===== src/rtl/ebwc_pkg.sv =====
// Constants, types and register map of the external bus wait, idle and burst controller
package ebwc_pkg;

   // ----------------------------------------------------------------
   // Register map (byte addresses on the AXI4-Lite slave)
   // ----------------------------------------------------------------
   localparam int unsigned     AXI_AW           = 5;
   localparam logic [4:0]      OFS_WAIT_CTL     = 5'h00;
   localparam logic [4:0]      OFS_IDLE_BURST   = 5'h04;
   localparam logic [4:0]      OFS_TRISTATE     = 5'h08;
   localparam logic [4:0]      OFS_STATUS       = 5'h0c;

   // Values after reset
   localparam logic [7:0]      WAIT_CTL_RST     = 8'hff;
   localparam logic [7:0]      IDLE_BURST_RST   = 8'hd0;
   localparam logic [7:0]      TRISTATE_RST     = 8'hff;

   // Field positions in idle_burst_bus_control
   localparam int unsigned     IB_CROSS_READ    = 7;
   localparam int unsigned     IB_READ_WRITE    = 6;
   localparam int unsigned     IB_BURST_EN      = 5;
   localparam int unsigned     IB_BURST_LEN     = 4;
   localparam int unsigned     IB_BURST_CNT     = 3;

   // Burst word limits and external word step in bytes
   localparam logic [3:0]      BURST_WORDS_SHORT = 4'h4;
   localparam logic [3:0]      BURST_WORDS_LONG  = 4'h8;
   localparam logic [23:0]     EXT_WORD_STEP     = 24'h000002;

   // AXI responses
   localparam logic [1:0]      RESP_OKAY        = 2'h0;
   localparam logic [1:0]      RESP_SLVERR      = 2'h2;

   // Bus cycle states
   typedef enum logic [2:0] {
      ST_IDLE    = 3'b000,
      ST_IDLEINS = 3'b001,
      ST_T1      = 3'b010,
      ST_T2      = 3'b011,
      ST_WAIT    = 3'b100,
      ST_T3      = 3'b101,
      ST_BURST   = 3'b110
   } ebwc_state_type;

   typedef struct packed {
      logic [7:0] wait_ctl;    // low_area_wait_control
      logic [7:0] idle_burst;  // idle_burst_bus_control
      logic [7:0] tristate;    // area_tristate_access_control
   } ebwc_cfg_type;

   typedef struct packed {
      logic [AXI_AW-1:0] awaddr;
      logic              awvalid;
      logic [31:0]       wdata;
      logic [3:0]        wstrb;
      logic              wvalid;
      logic              bready;
      logic [AXI_AW-1:0] araddr;
      logic              arvalid;
      logic              rready;
   } ebwc_axi_req_type;

   typedef struct packed {
      logic              awready;
      logic              wready;
      logic [1:0]        bresp;
      logic              bvalid;
      logic              arready;
      logic [31:0]       rdata;
      logic [1:0]        rresp;
      logic              rvalid;
   } ebwc_axi_rsp_type;

   typedef struct packed {
      logic        valid;
      logic        external;
      logic        write;
      logic [1:0]  area;
      logic [23:0] addr;
      logic [15:0] wdata;
      logic [3:0]  words;
   } ebwc_acc_req_type;

   typedef struct packed {
      logic        valid;
      logic [15:0] rdata;
   } ebwc_acc_rsp_type;

   typedef struct packed {
      logic [23:0] addr;
      logic [3:0]  area_sel_n;
      logic        rd_n;
      logic        wr_n;
      logic [15:0] dout;
      logic        doe;
   } ebwc_ext_type;

endpackage : ebwc_pkg


===== src/rtl/ebwc_ctrl.sv =====
// External bus controller for areas 3 to 0: program waits, idle insertion and area 0 burst ROM
//
// Function
// - Two-bit area wait field gives zero, one, two or three program wait states.
// - Wait field applies only to that area's external accesses with three-state bit set.
// - Wait fields: area3 bits 7:6, area2 5:4, area1 3:2, area0 1:0.
// - Wait control register resets to all ones, three waits per area.
// - Idle-insert bit 7 adds one idle state between reads of different areas.
// - Idle-insert bit 6 adds one idle state between a read and following write.
// - Burst-enable bit 5 selects burst ROM interface for area 0.
// - Burst-length bit 4 makes each burst cycle one state or two states.
// - Burst-count bit 3 limits a burst to four or eight words.
// - On-chip memory and internal register accesses never get program waits.
// - Three-state bit set enables wait insertion for that area; clear disables it.
//
// Design decisions made here: the AXI4-Lite interface to the registers and the register offsets.
`timescale 1ns/100ps

module ebwc_ctrl (
   input  wire logic                       aclk,       // System clock, 200 MHz
   input  wire logic                       aresetn,    // Synchronous reset, active low
   input  wire ebwc_pkg::ebwc_axi_req_type axi_req,    // Register bus requests
   output      ebwc_pkg::ebwc_axi_rsp_type axi_rsp,    // Register bus answers
   input  wire ebwc_pkg::ebwc_acc_req_type acc_req,    // CPU access request
   output      logic                       acc_ready,  // Request taken this cycle
   output      ebwc_pkg::ebwc_acc_rsp_type acc_rsp,    // Word completion pulse and data
   output      ebwc_pkg::ebwc_ext_type     ext_bus,    // External address, strobes, data out
   input  wire logic [15:0]                ext_data_i  // External data in
);
   import ebwc_pkg::*;

   // ----------------------------------------------------------------
   // State
   // ----------------------------------------------------------------
   typedef struct packed {
      ebwc_state_type state;
      logic [1:0]     area;
      logic           write;
      logic           ast;
      logic [1:0]     nwait;
      logic [1:0]     wcnt;
      logic           burst_on;
      logic           blen2;
      logic           bphase;
      logic [3:0]     words_left;
      logic           last_valid;
      logic           last_read;
      logic [1:0]     last_area;
      logic [23:0]    addr;
      logic [15:0]    wdata;
      logic           rsp_valid;
      logic [15:0]    rdata;
      ebwc_ext_type   pins;
   } ebwc_ctrl_st_type;

   ebwc_ctrl_st_type s_ff;
   ebwc_ctrl_st_type nxt_s;
   ebwc_cfg_type     cfg;
   logic [7:0]       status;
   logic             acc_fire;
   logic             need_idle;
   logic             go_t1;
   logic             beat_done;
   logic [3:0]       words_req;
   logic [3:0]       words_max;

   // Select an area's two-bit program wait count
   function automatic logic [1:0] wait_field(input logic [7:0] ctl, input logic [1:0] area);
      unique case (area)
         2'h3:    wait_field = ctl[7:6];
         2'h2:    wait_field = ctl[5:4];
         2'h1:    wait_field = ctl[3:2];
         default: wait_field = ctl[1:0];
      endcase
   endfunction : wait_field

   // ----------------------------------------------------------------
   // Register slave
   // ----------------------------------------------------------------
   ebwc_regs u_regs (
      .aclk    (aclk),
      .aresetn (aresetn),
      .axi_req (axi_req),
      .axi_rsp (axi_rsp),
      .status  (status),
      .cfg     (cfg)
   );

   assign status = {s_ff.last_valid, s_ff.last_read, s_ff.last_area,
                    (s_ff.state != ST_IDLE), s_ff.state};

   // ----------------------------------------------------------------
   // Request decode
   // ----------------------------------------------------------------
   // One access at a time; a new one is taken only with the bus idle
   assign acc_ready = (s_ff.state == ST_IDLE);
   assign acc_fire  = acc_ready && acc_req.valid;

   // Idle state only between back-to-back external cycles
   assign need_idle = s_ff.last_valid && s_ff.last_read && acc_req.external &&
                      ((!acc_req.write && (acc_req.area != s_ff.last_area) &&
                        cfg.idle_burst[IB_CROSS_READ]) ||
                       (acc_req.write && cfg.idle_burst[IB_READ_WRITE]));

   // Requested words clamped to the burst limit
   assign words_max = cfg.idle_burst[IB_BURST_CNT] ? BURST_WORDS_LONG : BURST_WORDS_SHORT;
   always_comb begin
      words_req = (acc_req.words == 4'h0) ? 4'h1 : acc_req.words;
      if (words_req > words_max) begin
         words_req = words_max;
      end
   end

   // ----------------------------------------------------------------
   // Bus cycle sequencer
   // ----------------------------------------------------------------
   always_comb begin
      nxt_s           = s_ff;
      nxt_s.rsp_valid = 1'b0;
      go_t1           = 1'b0;
      beat_done       = 1'b0;
      unique case (s_ff.state)
         ST_IDLE: begin
            if (acc_fire && !acc_req.external) begin
               // Internal targets complete at once and break the external sequence
               nxt_s.rsp_valid  = 1'b1;
               nxt_s.rdata      = 16'h0000;
               nxt_s.last_valid = 1'b0;
            end else if (acc_fire) begin
               nxt_s.area     = acc_req.area;
               nxt_s.write    = acc_req.write;
               nxt_s.addr     = acc_req.addr;
               nxt_s.wdata    = acc_req.wdata;
               nxt_s.ast      = cfg.tristate[acc_req.area];
               nxt_s.nwait    = cfg.tristate[acc_req.area] ?
                                wait_field(cfg.wait_ctl, acc_req.area) : 2'h0;
               nxt_s.wcnt     = 2'h0;
               nxt_s.burst_on = (acc_req.area == 2'h0) && !acc_req.write &&
                                cfg.idle_burst[IB_BURST_EN];
               nxt_s.blen2    = cfg.idle_burst[IB_BURST_LEN];
               nxt_s.bphase   = 1'b0;
               nxt_s.words_left = (acc_req.area == 2'h0) && !acc_req.write &&
                                  cfg.idle_burst[IB_BURST_EN] ? words_req - 4'h1 : 4'h0;
               if (need_idle) begin
                  nxt_s.state = ST_IDLEINS;
               end else begin
                  go_t1 = 1'b1;
               end
            end
         end
         ST_IDLEINS: begin
            go_t1 = 1'b1;
         end
         ST_T1: begin
            nxt_s.state = ST_T2;
         end
         ST_T2: begin
            // Two-state access unless three-state access is selected
            if (!s_ff.ast) begin
               beat_done = 1'b1;
            end else if (s_ff.nwait == 2'h0) begin
               nxt_s.state = ST_T3;
            end else begin
               nxt_s.state = ST_WAIT;
               nxt_s.wcnt  = 2'h1;
            end
         end
         ST_WAIT: begin
            // Pins are not touched here so address and strobes stay put
            if (s_ff.wcnt == s_ff.nwait) begin
               nxt_s.state = ST_T3;
            end else begin
               nxt_s.wcnt = s_ff.wcnt + 2'h1;
            end
         end
         ST_T3: begin
            beat_done = 1'b1;
         end
         ST_BURST: begin
            if (s_ff.blen2 && !s_ff.bphase) begin
               nxt_s.bphase = 1'b1;
            end else begin
               beat_done = 1'b1;
            end
         end
         default: begin
            nxt_s.state = ST_IDLE;
         end
      endcase

      // Start of an external cycle: drive address, area select and strobe
      if (go_t1) begin
         nxt_s.state           = ST_T1;
         nxt_s.pins.addr       = nxt_s.addr;
         nxt_s.pins.area_sel_n = ~(4'h1 << nxt_s.area);
         nxt_s.pins.rd_n       = nxt_s.write;
         nxt_s.pins.wr_n       = !nxt_s.write;
         nxt_s.pins.dout       = nxt_s.wdata;
         nxt_s.pins.doe        = nxt_s.write;
      end

      // Word completes: capture data, then either burst on or release the bus
      if (beat_done) begin
         nxt_s.rsp_valid = 1'b1;
         nxt_s.rdata     = s_ff.write ? 16'h0000 : ext_data_i;
         if (s_ff.burst_on && (s_ff.words_left != 4'h0)) begin
            nxt_s.state      = ST_BURST;
            nxt_s.bphase     = 1'b0;
            nxt_s.words_left = s_ff.words_left - 4'h1;
            nxt_s.pins.addr  = s_ff.pins.addr + EXT_WORD_STEP;
         end else begin
            nxt_s.state           = ST_IDLE;
            nxt_s.pins.area_sel_n = 4'hf;
            nxt_s.pins.rd_n       = 1'b1;
            nxt_s.pins.wr_n       = 1'b1;
            nxt_s.pins.doe        = 1'b0;
            nxt_s.last_valid      = 1'b1;
            nxt_s.last_read       = !s_ff.write;
            nxt_s.last_area       = s_ff.area;
         end
      end
   end

   // Registered state; pins come straight from flip-flops
   always_ff @(posedge aclk) begin
      if (!aresetn) begin
         s_ff                 <= '0;
         s_ff.state           <= ST_IDLE;
         s_ff.pins.area_sel_n <= 4'hf;
         s_ff.pins.rd_n       <= 1'b1;
         s_ff.pins.wr_n       <= 1'b1;
      end else begin
         s_ff <= nxt_s;
      end
   end

   assign ext_bus       = s_ff.pins;
   assign acc_rsp.valid = s_ff.rsp_valid;
   assign acc_rsp.rdata = s_ff.rdata;
endmodule : ebwc_ctrl


===== src/rtl/ebwc_regs.sv =====
// AXI4-Lite register slave holding the wait, idle/burst and three-state control registers
`timescale 1ns/100ps

module ebwc_regs (
   input  wire logic                      aclk,     // System clock
   input  wire logic                      aresetn,  // Synchronous reset, active low
   input  wire ebwc_pkg::ebwc_axi_req_type axi_req, // AXI4-Lite master side
   output      ebwc_pkg::ebwc_axi_rsp_type axi_rsp, // AXI4-Lite slave answers
   input  wire logic [7:0]                status,   // Controller state for readback
   output      ebwc_pkg::ebwc_cfg_type     cfg      // Register contents
);
   import ebwc_pkg::*;

   typedef struct packed {
      ebwc_cfg_type      cfg;
      logic              aw_held;
      logic [AXI_AW-1:0] awaddr;
      logic              w_held;
      logic [7:0]        wdata;
      logic              wlane0;
      logic              bvalid;
      logic [1:0]        bresp;
      logic              rvalid;
      logic [31:0]       rdata;
      logic [1:0]        rresp;
   } ebwc_regs_st_type;

   ebwc_regs_st_type s_ff;
   ebwc_regs_st_type nxt_s;

   // Word-aligned decode; the upper half of the window is unmapped
   function automatic logic reg_mapped(input logic [AXI_AW-1:0] a);
      reg_mapped = (a[4] == 1'b0);
   endfunction : reg_mapped

   // ----------------------------------------------------------------
   // Channel handling
   // ----------------------------------------------------------------
   // Address and data are held separately so either may come first
   always_comb begin
      nxt_s = s_ff;
      if (s_ff.bvalid && axi_req.bready) begin
         nxt_s.bvalid = 1'b0;
      end
      if (s_ff.rvalid && axi_req.rready) begin
         nxt_s.rvalid = 1'b0;
      end
      if (axi_req.awvalid && !s_ff.aw_held && !s_ff.bvalid) begin
         nxt_s.aw_held = 1'b1;
         nxt_s.awaddr  = axi_req.awaddr;
      end
      if (axi_req.wvalid && !s_ff.w_held && !s_ff.bvalid) begin
         nxt_s.w_held = 1'b1;
         nxt_s.wdata  = axi_req.wdata[7:0];
         nxt_s.wlane0 = axi_req.wstrb[0];
      end
      // Both halves present: commit and answer
      if (s_ff.aw_held && s_ff.w_held) begin
         nxt_s.aw_held = 1'b0;
         nxt_s.w_held  = 1'b0;
         nxt_s.bvalid  = 1'b1;
         nxt_s.bresp   = reg_mapped(s_ff.awaddr) ? RESP_OKAY : RESP_SLVERR;
         if (s_ff.wlane0) begin
            if ({s_ff.awaddr[4:2], 2'b00} == OFS_WAIT_CTL) begin
               nxt_s.cfg.wait_ctl = s_ff.wdata;
            end
            if ({s_ff.awaddr[4:2], 2'b00} == OFS_IDLE_BURST) begin
               nxt_s.cfg.idle_burst = s_ff.wdata;
            end
            if ({s_ff.awaddr[4:2], 2'b00} == OFS_TRISTATE) begin
               nxt_s.cfg.tristate = s_ff.wdata;
            end
         end
      end
      // Reads answer one cycle after the address is taken
      if (axi_req.arvalid && !s_ff.rvalid) begin
         nxt_s.rvalid = 1'b1;
         nxt_s.rresp  = reg_mapped(axi_req.araddr) ? RESP_OKAY : RESP_SLVERR;
         unique case ({axi_req.araddr[4:2], 2'b00})
            OFS_WAIT_CTL:   nxt_s.rdata = {24'h000000, s_ff.cfg.wait_ctl};
            OFS_IDLE_BURST: nxt_s.rdata = {24'h000000, s_ff.cfg.idle_burst};
            OFS_TRISTATE:   nxt_s.rdata = {24'h000000, s_ff.cfg.tristate};
            OFS_STATUS:     nxt_s.rdata = {24'h000000, status};
            default:        nxt_s.rdata = 32'h00000000;
         endcase
      end
   end

   always_ff @(posedge aclk) begin
      if (!aresetn) begin
         s_ff                 <= '0;
         s_ff.cfg.wait_ctl    <= WAIT_CTL_RST;
         s_ff.cfg.idle_burst  <= IDLE_BURST_RST;
         s_ff.cfg.tristate    <= TRISTATE_RST;
      end else begin
         s_ff <= nxt_s;
      end
   end

   // Outputs
   always_comb begin
      axi_rsp         = '0;
      axi_rsp.awready = !s_ff.aw_held && !s_ff.bvalid;
      axi_rsp.wready  = !s_ff.w_held && !s_ff.bvalid;
      axi_rsp.bvalid  = s_ff.bvalid;
      axi_rsp.bresp   = s_ff.bresp;
      axi_rsp.arready = !s_ff.rvalid;
      axi_rsp.rvalid  = s_ff.rvalid;
      axi_rsp.rdata   = s_ff.rdata;
      axi_rsp.rresp   = s_ff.rresp;
   end
   assign cfg = s_ff.cfg;

endmodule : ebwc_regs


===== config.mk =====
export PLATFORM = sky130hd
export DESIGN_NAME = ebwc_ctrl
export DESIGN_NICKNAME = d
export VERILOG_FILES = /design/src/rtl/ebwc_pkg.sv /design/src/rtl/ebwc_ctrl.sv /design/src/rtl/ebwc_regs.sv
export SDC_FILE = /design/constraint.sdc
export NUM_CORES = 1
export LEC_CHECK = 0
export BUFFER_PORTS_ARGS = -buffer_cell sky130_fd_sc_hd__buf_2
export CAP_MARGIN = 40
export CORE_MARGIN = 2
export CORE_UTILIZATION = 50
export DETAILED_ROUTE_END_ITERATION = 16
export GPL_TIMING_DRIVEN = 0
export HOLD_SLACK_MARGIN = 0.15
export PLACE_DENSITY = 0.86
export SLEW_MARGIN = 20
export SYNTH_ARGS = -nofsm -noshare
export SYNTH_HDL_FRONTEND = slang
export SYNTH_SLANG_ARGS = --single-unit

===== constraint.sdc =====
create_clock -name aclk -period 5 [get_ports aclk]
set_clock_uncertainty 0.2 [all_clocks]
set_input_delay 1 -clock aclk [delete_from_list [all_inputs] [get_ports aclk]]
set_output_delay 1 -clock aclk [all_outputs]
set_load 0.02 [all_outputs]

==> results of run 1 <==
-- logic make-up (layout without fill, tap and decap cells) --
group           count (synthesis)  in the layout  share of synthesized area (%)
fa+ha+maj                       6              6                          0.898
compound gates                174            174                           15.1
simple gates                  321            321                           18.0
flops                         176            176                           42.2
xor+xnor                        5              5                          0.524
mux                            71             71                           10.2
buf+inv                       174            366                           13.1
other cells                     1             28                         0.0449
-- stage by stage --
stage | cells | area, sq um
2_1_floorplan | 953 | 8450
3_3_place_gp | 1335 | 9540
3_5_place_dp | 1335 | 9540
4_1_cts | 1365 | 10100
5_1_grt | 1365 | 10100
6_report | 1367 | 10100
-- cell usage after synthesis, types with 3 or more instances --
library cell | count | area (sq um)
a311oi_1 | 6 | 52.6
a31o_2 | 4 | 35.0
nor2b_1 | 3 | 18.8
a31oi_1 | 6 | 37.5
o32a_1 | 3 | 30.0
nor3b_1 | 5 | 37.5
nand4_1 | 8 | 50.1
o22ai_1 | 3 | 18.8
mux2_2 | 4 | 45.0
a21oi_1 | 40 | 200
o2111ai_1 | 3 | 26.3
buf_4 | 111 | 833
nor3_1 | 12 | 60.1
o21a_1 | 5 | 37.5
a22oi_1 | 24 | 180
and3_1 | 12 | 75.1
a211o_1 | 4 | 35.0
nor2_1 | 108 | 405
and2_1 | 9 | 56.3
nor4_1 | 4 | 25.0
mux4_2 | 11 | 248
o211ai_1 | 6 | 45.0
dfxtp_1 | 176 | 3520
a311o_1 | 5 | 50.1
o21ai_0 | 19 | 95.1
ha_1 | 6 | 75.1
nand3_1 | 24 | 120
buf_2 | 15 | 75.1
or4_1 | 3 | 22.5
mux2i_1 | 56 | 561
inv_1 | 12 | 45.0
nand2_1 | 107 | 402
xor2_1 | 4 | 35.0
nor4b_1 | 3 | 26.3
nand2b_1 | 5 | 31.3
a211oi_1 | 23 | 173
clkbuf_1 | 33 | 124
and4_1 | 6 | 52.6
-- layout make-up --
cell class              instances  area share [%]
multi-input cells             603            37.8
inverters                      12           0.444
repair buffers                162            7.99
flip-flops and latches        176            34.7
clock inverters                 6            1.04
clock buffers                  24            4.85
diodes                          2          0.0493
well taps                     220            2.71
plain buffers                 162            10.4
-- report_power, final --
part           leakage [nW]  switching (mW)  internal [mW]
clock                 0.296           0.527          0.831
combinational          2.77           0.856          0.610
sequential             1.43           0.141           1.60
-- flip-flops by register name (all words and copies together) (netlist names) --
| name | flops |
|---|---|
| s_ff | 62 |
| ext_bus | 47 |
| u_regs.cfg | 24 |
| acc_rsp | 17 |
| u_regs.s_ff | 14 |
| u_regs.axi_rsp | 12 |
-- tightest hold or removal path, stage by stage (launching register included) --
cell and delay [ns]:
dfxtp_1 0.31, nand2_1 0.05, nand2_1 0.04
-- worst max path at each step --
stage	cells past startpoint	slack (ns)	start	to
floorplan	8	2.38	acc_req[44]	ext_bus[33]
global placement	8	1.90	acc_req[45]	ext_bus[33]
detailed placement	8	1.85	acc_req[45]	ext_bus[33]
CTS	4	2.02	s_ff[124]	acc_ready
global route	4	1.95	s_ff[124]	acc_ready
finish	4	2.01	s_ff[124]	acc_ready
-- metal layers --
layer / track usage [%] / share of wire, %
met5: 0 / 0.048
met3: 6.32 / 10
met1: 31.9 / 40
met2: 42.8 / 48
met4: 9.04 / 2.4
==> impl_metrics.toml, run 1 <==
[timing]
finalHoldViolations = 0
whs_ns = 0.248
setup_tns_ns = 0
max_freq_mhz = 334
fin_crit_sh_pct = 59.9
setup-violations-final = 0
rsz0062_at_grt = "no"
slew_violations = 0
worst_slew_pin_slew_ns = 0.822
fin_ws_ns = 2.01
slew-limit-headroom_pct = 45.2
min_period_ns = 2.99

[logic_synthesis]
seq_area_frac_synth_pct = 42.2
ys_warn_count = 0
yosys_most_used_dff = "dfxtp_1"
synth_area_per_cell_sq_um = 9.01
ys_seq_elements = 176
ys_types = 70
syn_inst = 928
async_flop_share_pct = 0
netlist_area_sq_um = 8360
synth-edff-count = 0

[cells_and_area]
fin_util_pct = 61.6
layout.nets = 1258
nFillCells = 1400
multi_input_area_sq_um = 3840
area_growth_pct = 21.4
drive_gt1_share_pct = 30.3
mostFrequentLayoutCells = "buf_2, dfxtp_1, buf_4"
seq_area_sq_um = 3520
layout.cells.most_common = "buf_2"

[clock_network]
clockBufferDepth = 2
clock_latency_ns = 0.44
post_cts_buffers = 0
ctsResizeCount = 0
cts_tree = "done"
cts_sinks = 176
hold_buffers = 0
cts.htree.levels = 4
clockRootBuffer = "clkbuf_16"
clk_pin_slew_worst_paths_ns = 0.06
cts_buffers = 17

[die]
dieArea_sq_um = 17800
row_count = 47
start_util_pct = 50.8
io_pins = 224
fp.dieH_microns = 133
chipWidth_microns = 133
core_area_sq_um = 16500

[route]
wl_per_cell_microns = 16.7
vias = 7519
routed_via_density = 5.50
wl_microns = 22800
firstDrtPassIters = 5
drt-initial-drc-count = 727
drc = 0
ant_nets = 0

[setup_path]
cp_common_cell = "buf_2"
cp.buffers_inverters = 3
slowest_stage = "or3_4"
path_cells = "buf_2, or3_4, inv_1, buf_2"
path_max_fanout = 10
cpPeakStageDelay_ns = 0.46
r2r_slack_ns = 2.26
crit_required_ns = 3.80
r2r-start = "s_ff[125]"
worst-setup-path-type = "reg -> out"
critPathCaptureType = "output port"
worst-r2r-cell-count = 7
critPathLaunchType = "register"
arrival_ns = 1.79
cp_top_family = "buffers and inverters"
r2r_end = "ext_bus[33]"

[place]
gp_congestion = 0.926
place_hpwl_microns = 16400
pre_cts_ws_ns = 1.85
port_buffers = 162

[worst_hold_path]
worstHoldEndpoint = "ext_bus[17]"
holdPathStages = 2
hp-class = "reg -> reg"
hold_start = "ext_bus[17]"

[global_route]
grt_pass1_vias = 7085
grt_max_degree = 17
antenna_found_initial = 2
grt_pass1_wl_microns = 35800
grt-ovfl-total = 0
grt_usage_pct = 25.5

[power_and_ir_drop]
p_per_area_nw_per_um2 = 450
p_leak_nw = 4.50
peakVddDrop_uv = 298
power.total_mw = 4.57

[run]
drv_cap = 0

[run_status]
status = "complete, no violations"
Note: power is estimated with default switching activity, not from simulation.
==> inputs of run 2 (changes only) <==
==> constraint.sdc (replaced) <==
create_clock -name aclk -period 2.79 [get_ports aclk]
set_clock_uncertainty 0.2 [all_clocks]
set_input_delay 0.558 -clock aclk [delete_from_list [all_inputs] [get_ports aclk]]
set_output_delay 0.558 -clock aclk [all_outputs]
set_load 0.02 [all_outputs]
==> run 2 against run 1 <==
Cell count is 0.15% higher. Sequential cell count stayed put. Worst setup slack got worse by 1.8 ns. Core utilization grew 0.23 points. Critical path depth grew 4. Via count up 0.60%. Combinational power rose by 80%. Wire length is 0.64% higher. First-iteration DRC count rose by 16%. Global-route usage up 0.097 points. Clock-buffer cell count did not move.
==> impl_metrics.toml, run 2 (synthesis results as in run 1) <==
[run_status]
status = "complete, no violations"

[run]
drv_cap = 0

[die]
row_count = 47
dieArea_sq_um = 17800
fp.dieH_microns = 133
io_pins = 224
chipWidth_microns = 133
core_area_sq_um = 16500
start_util_pct = 50.8

[cells_and_area]
final_cells = 1369
layout.nets = 1260
drive_gt1_share_pct = 30.6
mostFrequentLayoutCells = "buf_2, dfxtp_1, buf_4"
area_growth_pct = 21.8
largest_reg_flops = 62
largest_register = "s_ff"
layout.cells.most_common = "buf_2"

[global_route]
antenna_found_initial = 2
grt-ovfl-total = 0
grt_usage_pct = 25.6
grt_pass1_wl_microns = 35900
grt_pass1_vias = 7095
grt_max_degree = 17

[setup_path]
critPathCaptureType = "register"
slowest_stage = "a21oi_1"
path_max_fanout = 10
path_cells = "buf_2, or3_4, a311oi_2, a21oi_1, buf_2, buf_2, o2bb2ai_1, o21a_1"
r2r-start = "s_ff[124]"
critPathLaunch = "s_ff[124]"
arrival_ns = 2.73
cp_common_cell = "buf_2"
critPathLaunchType = "register"
cpPeakStageDelay_ns = 0.44
crit_required_ns = 2.91
worst-setup-path-type = "reg -> reg"

[timing]
setup_tns_ns = 0
worst_slew_pin_slew_ns = 0.825
rsz0062_at_grt = "no"
fin_crit_sh_pct = 93.3
setup-violations-final = 0
min_period_ns = 2.60
slew_violations = 0
finalHoldViolations = 0
max_freq_mhz = 384
slew-limit-headroom_pct = 45.0

[worst_hold_path]
hp-class = "in -> reg"
hold_start = "axi_req[48]"

[power_and_ir_drop]
p_leak_nw = 4.52
p_per_area_nw_per_um2 = 805
p_clk_share_pct = 29.7
switchingPower_mw = 2.73
seq_power_share_pct = 38.1
comb_power_share_pct = 32.2
p_int_mw = 5.47
peakVddDrop_uv = 537
sw_frac_of_total_pct = 33.3

[route]
wl_microns = 22900
vias = 7564
drc = 0
firstDrtPassIters = 6
ant_nets = 0
routed_via_density = 5.53
wl_per_cell_microns = 16.7
drt-initial-drc-count = 846

[place]
dp.cells = 1335
gp_congestion = 0.926
place_hpwl_microns = 16400
port_buffers = 162

[clock_network]
cts_tree = "done"
clockRootBuffer = "clkbuf_16"
clock_latency_ns = 0.44
cts.htree.levels = 4
clockBufferDepth = 2
clk_pin_slew_worst_paths_ns = 0.06
cts_buffers = 17
cts_sinks = 176
[run 2: cell count changes in the layout (fill, tap and decap cells not counted)]
| cell | before | now |
|---|---|---|
| clkbuf_1 | 36 | 34 |
| clkbuf_2 | 0 | 2 |
| buf_12 | 0 | 1 |
| dlygate4sd3_1 | 0 | 1 |
| nor3_1 | 12 | 11 |
| nor3_2 | 0 | 1 |
[run 2: per-layer routing]
layer  track usage, %  vias up  part of all wire, %
li1                 -     3575                    -
met1             31.8     3549                   39
met2             43.1      383                   49
met3             6.47       55                  9.9
met4             8.98        2                  2.4
met5                0        -                0.048
[run 2: critical path, delay by kind of cell (launching register included)]
family	cells	cell delay [ns]
buffers and inverters	3	0.92
AOI/OAI and AO/OA	4	0.78
DFF	1	0.36
and+or+nand+nor	1	0.22
[run 2: what timing repair did]
action	in CTS	in global routing
setup endpoints to repair	0	8
hold buffers	1	0
buffers inserted	0	1
resized for setup	0	5
endpoints found under the hold margin	1	0
[run 2: path summary, 6_finish.rpt]
path                     end  slack (ns)  cells past startpoint
min          u_regs.s_ff[50]        0.15                      3
max              ext_bus[33]        0.19                      8
max reg2reg      ext_bus[33]        0.19                      8
min reg2reg      ext_bus[17]        0.25                      2
[run 2: cell type report]
| cell class | count | area (sq um) |
|---|---|---|
| fill | 1390 | 6280 |
| multi-input combinational | 603 | 3840 |
| sequential | 176 | 3520 |
| buffer | 162 | 1050 |
| timing repair buffer | 164 | 841 |
| clock buffer | 24 | 492 |
| tap | 220 | 275 |
| clock inverter | 6 | 105 |
| inverter | 12 | 45.0 |
| antenna | 2 | 5.00 |
[run 2: metrics by stage]
stage	worst slack [ns]	power [mW]	utilization, %	cell area, sq um	hold WS (ns)
after global routing	0.117	8.55	61.8	10200	0.168
after detailed placement	0.0845	5.75	58.0	9540	0.238
after floorplan	0.610	5.01	-	8450	0.223
after global placement	0.128	5.69	57.9	9540	0.232
after CTS	0.166	8.16	61.6	10100	0.158
final	0.187	8.19	61.8	10200	0.153
[run 2: power groups by stage]
stage / Combinational, mW / Sequential, mW / Clock (mW)
floorplan: 1.92 / 3.09 / 0
finish: 2.64 / 3.12 / 2.43
global placement: 2.54 / 3.15 / 0
global route: 2.84 / 3.16 / 2.55
detailed placement: 2.59 / 3.17 / 0
CTS: 2.60 / 3.11 / 2.44
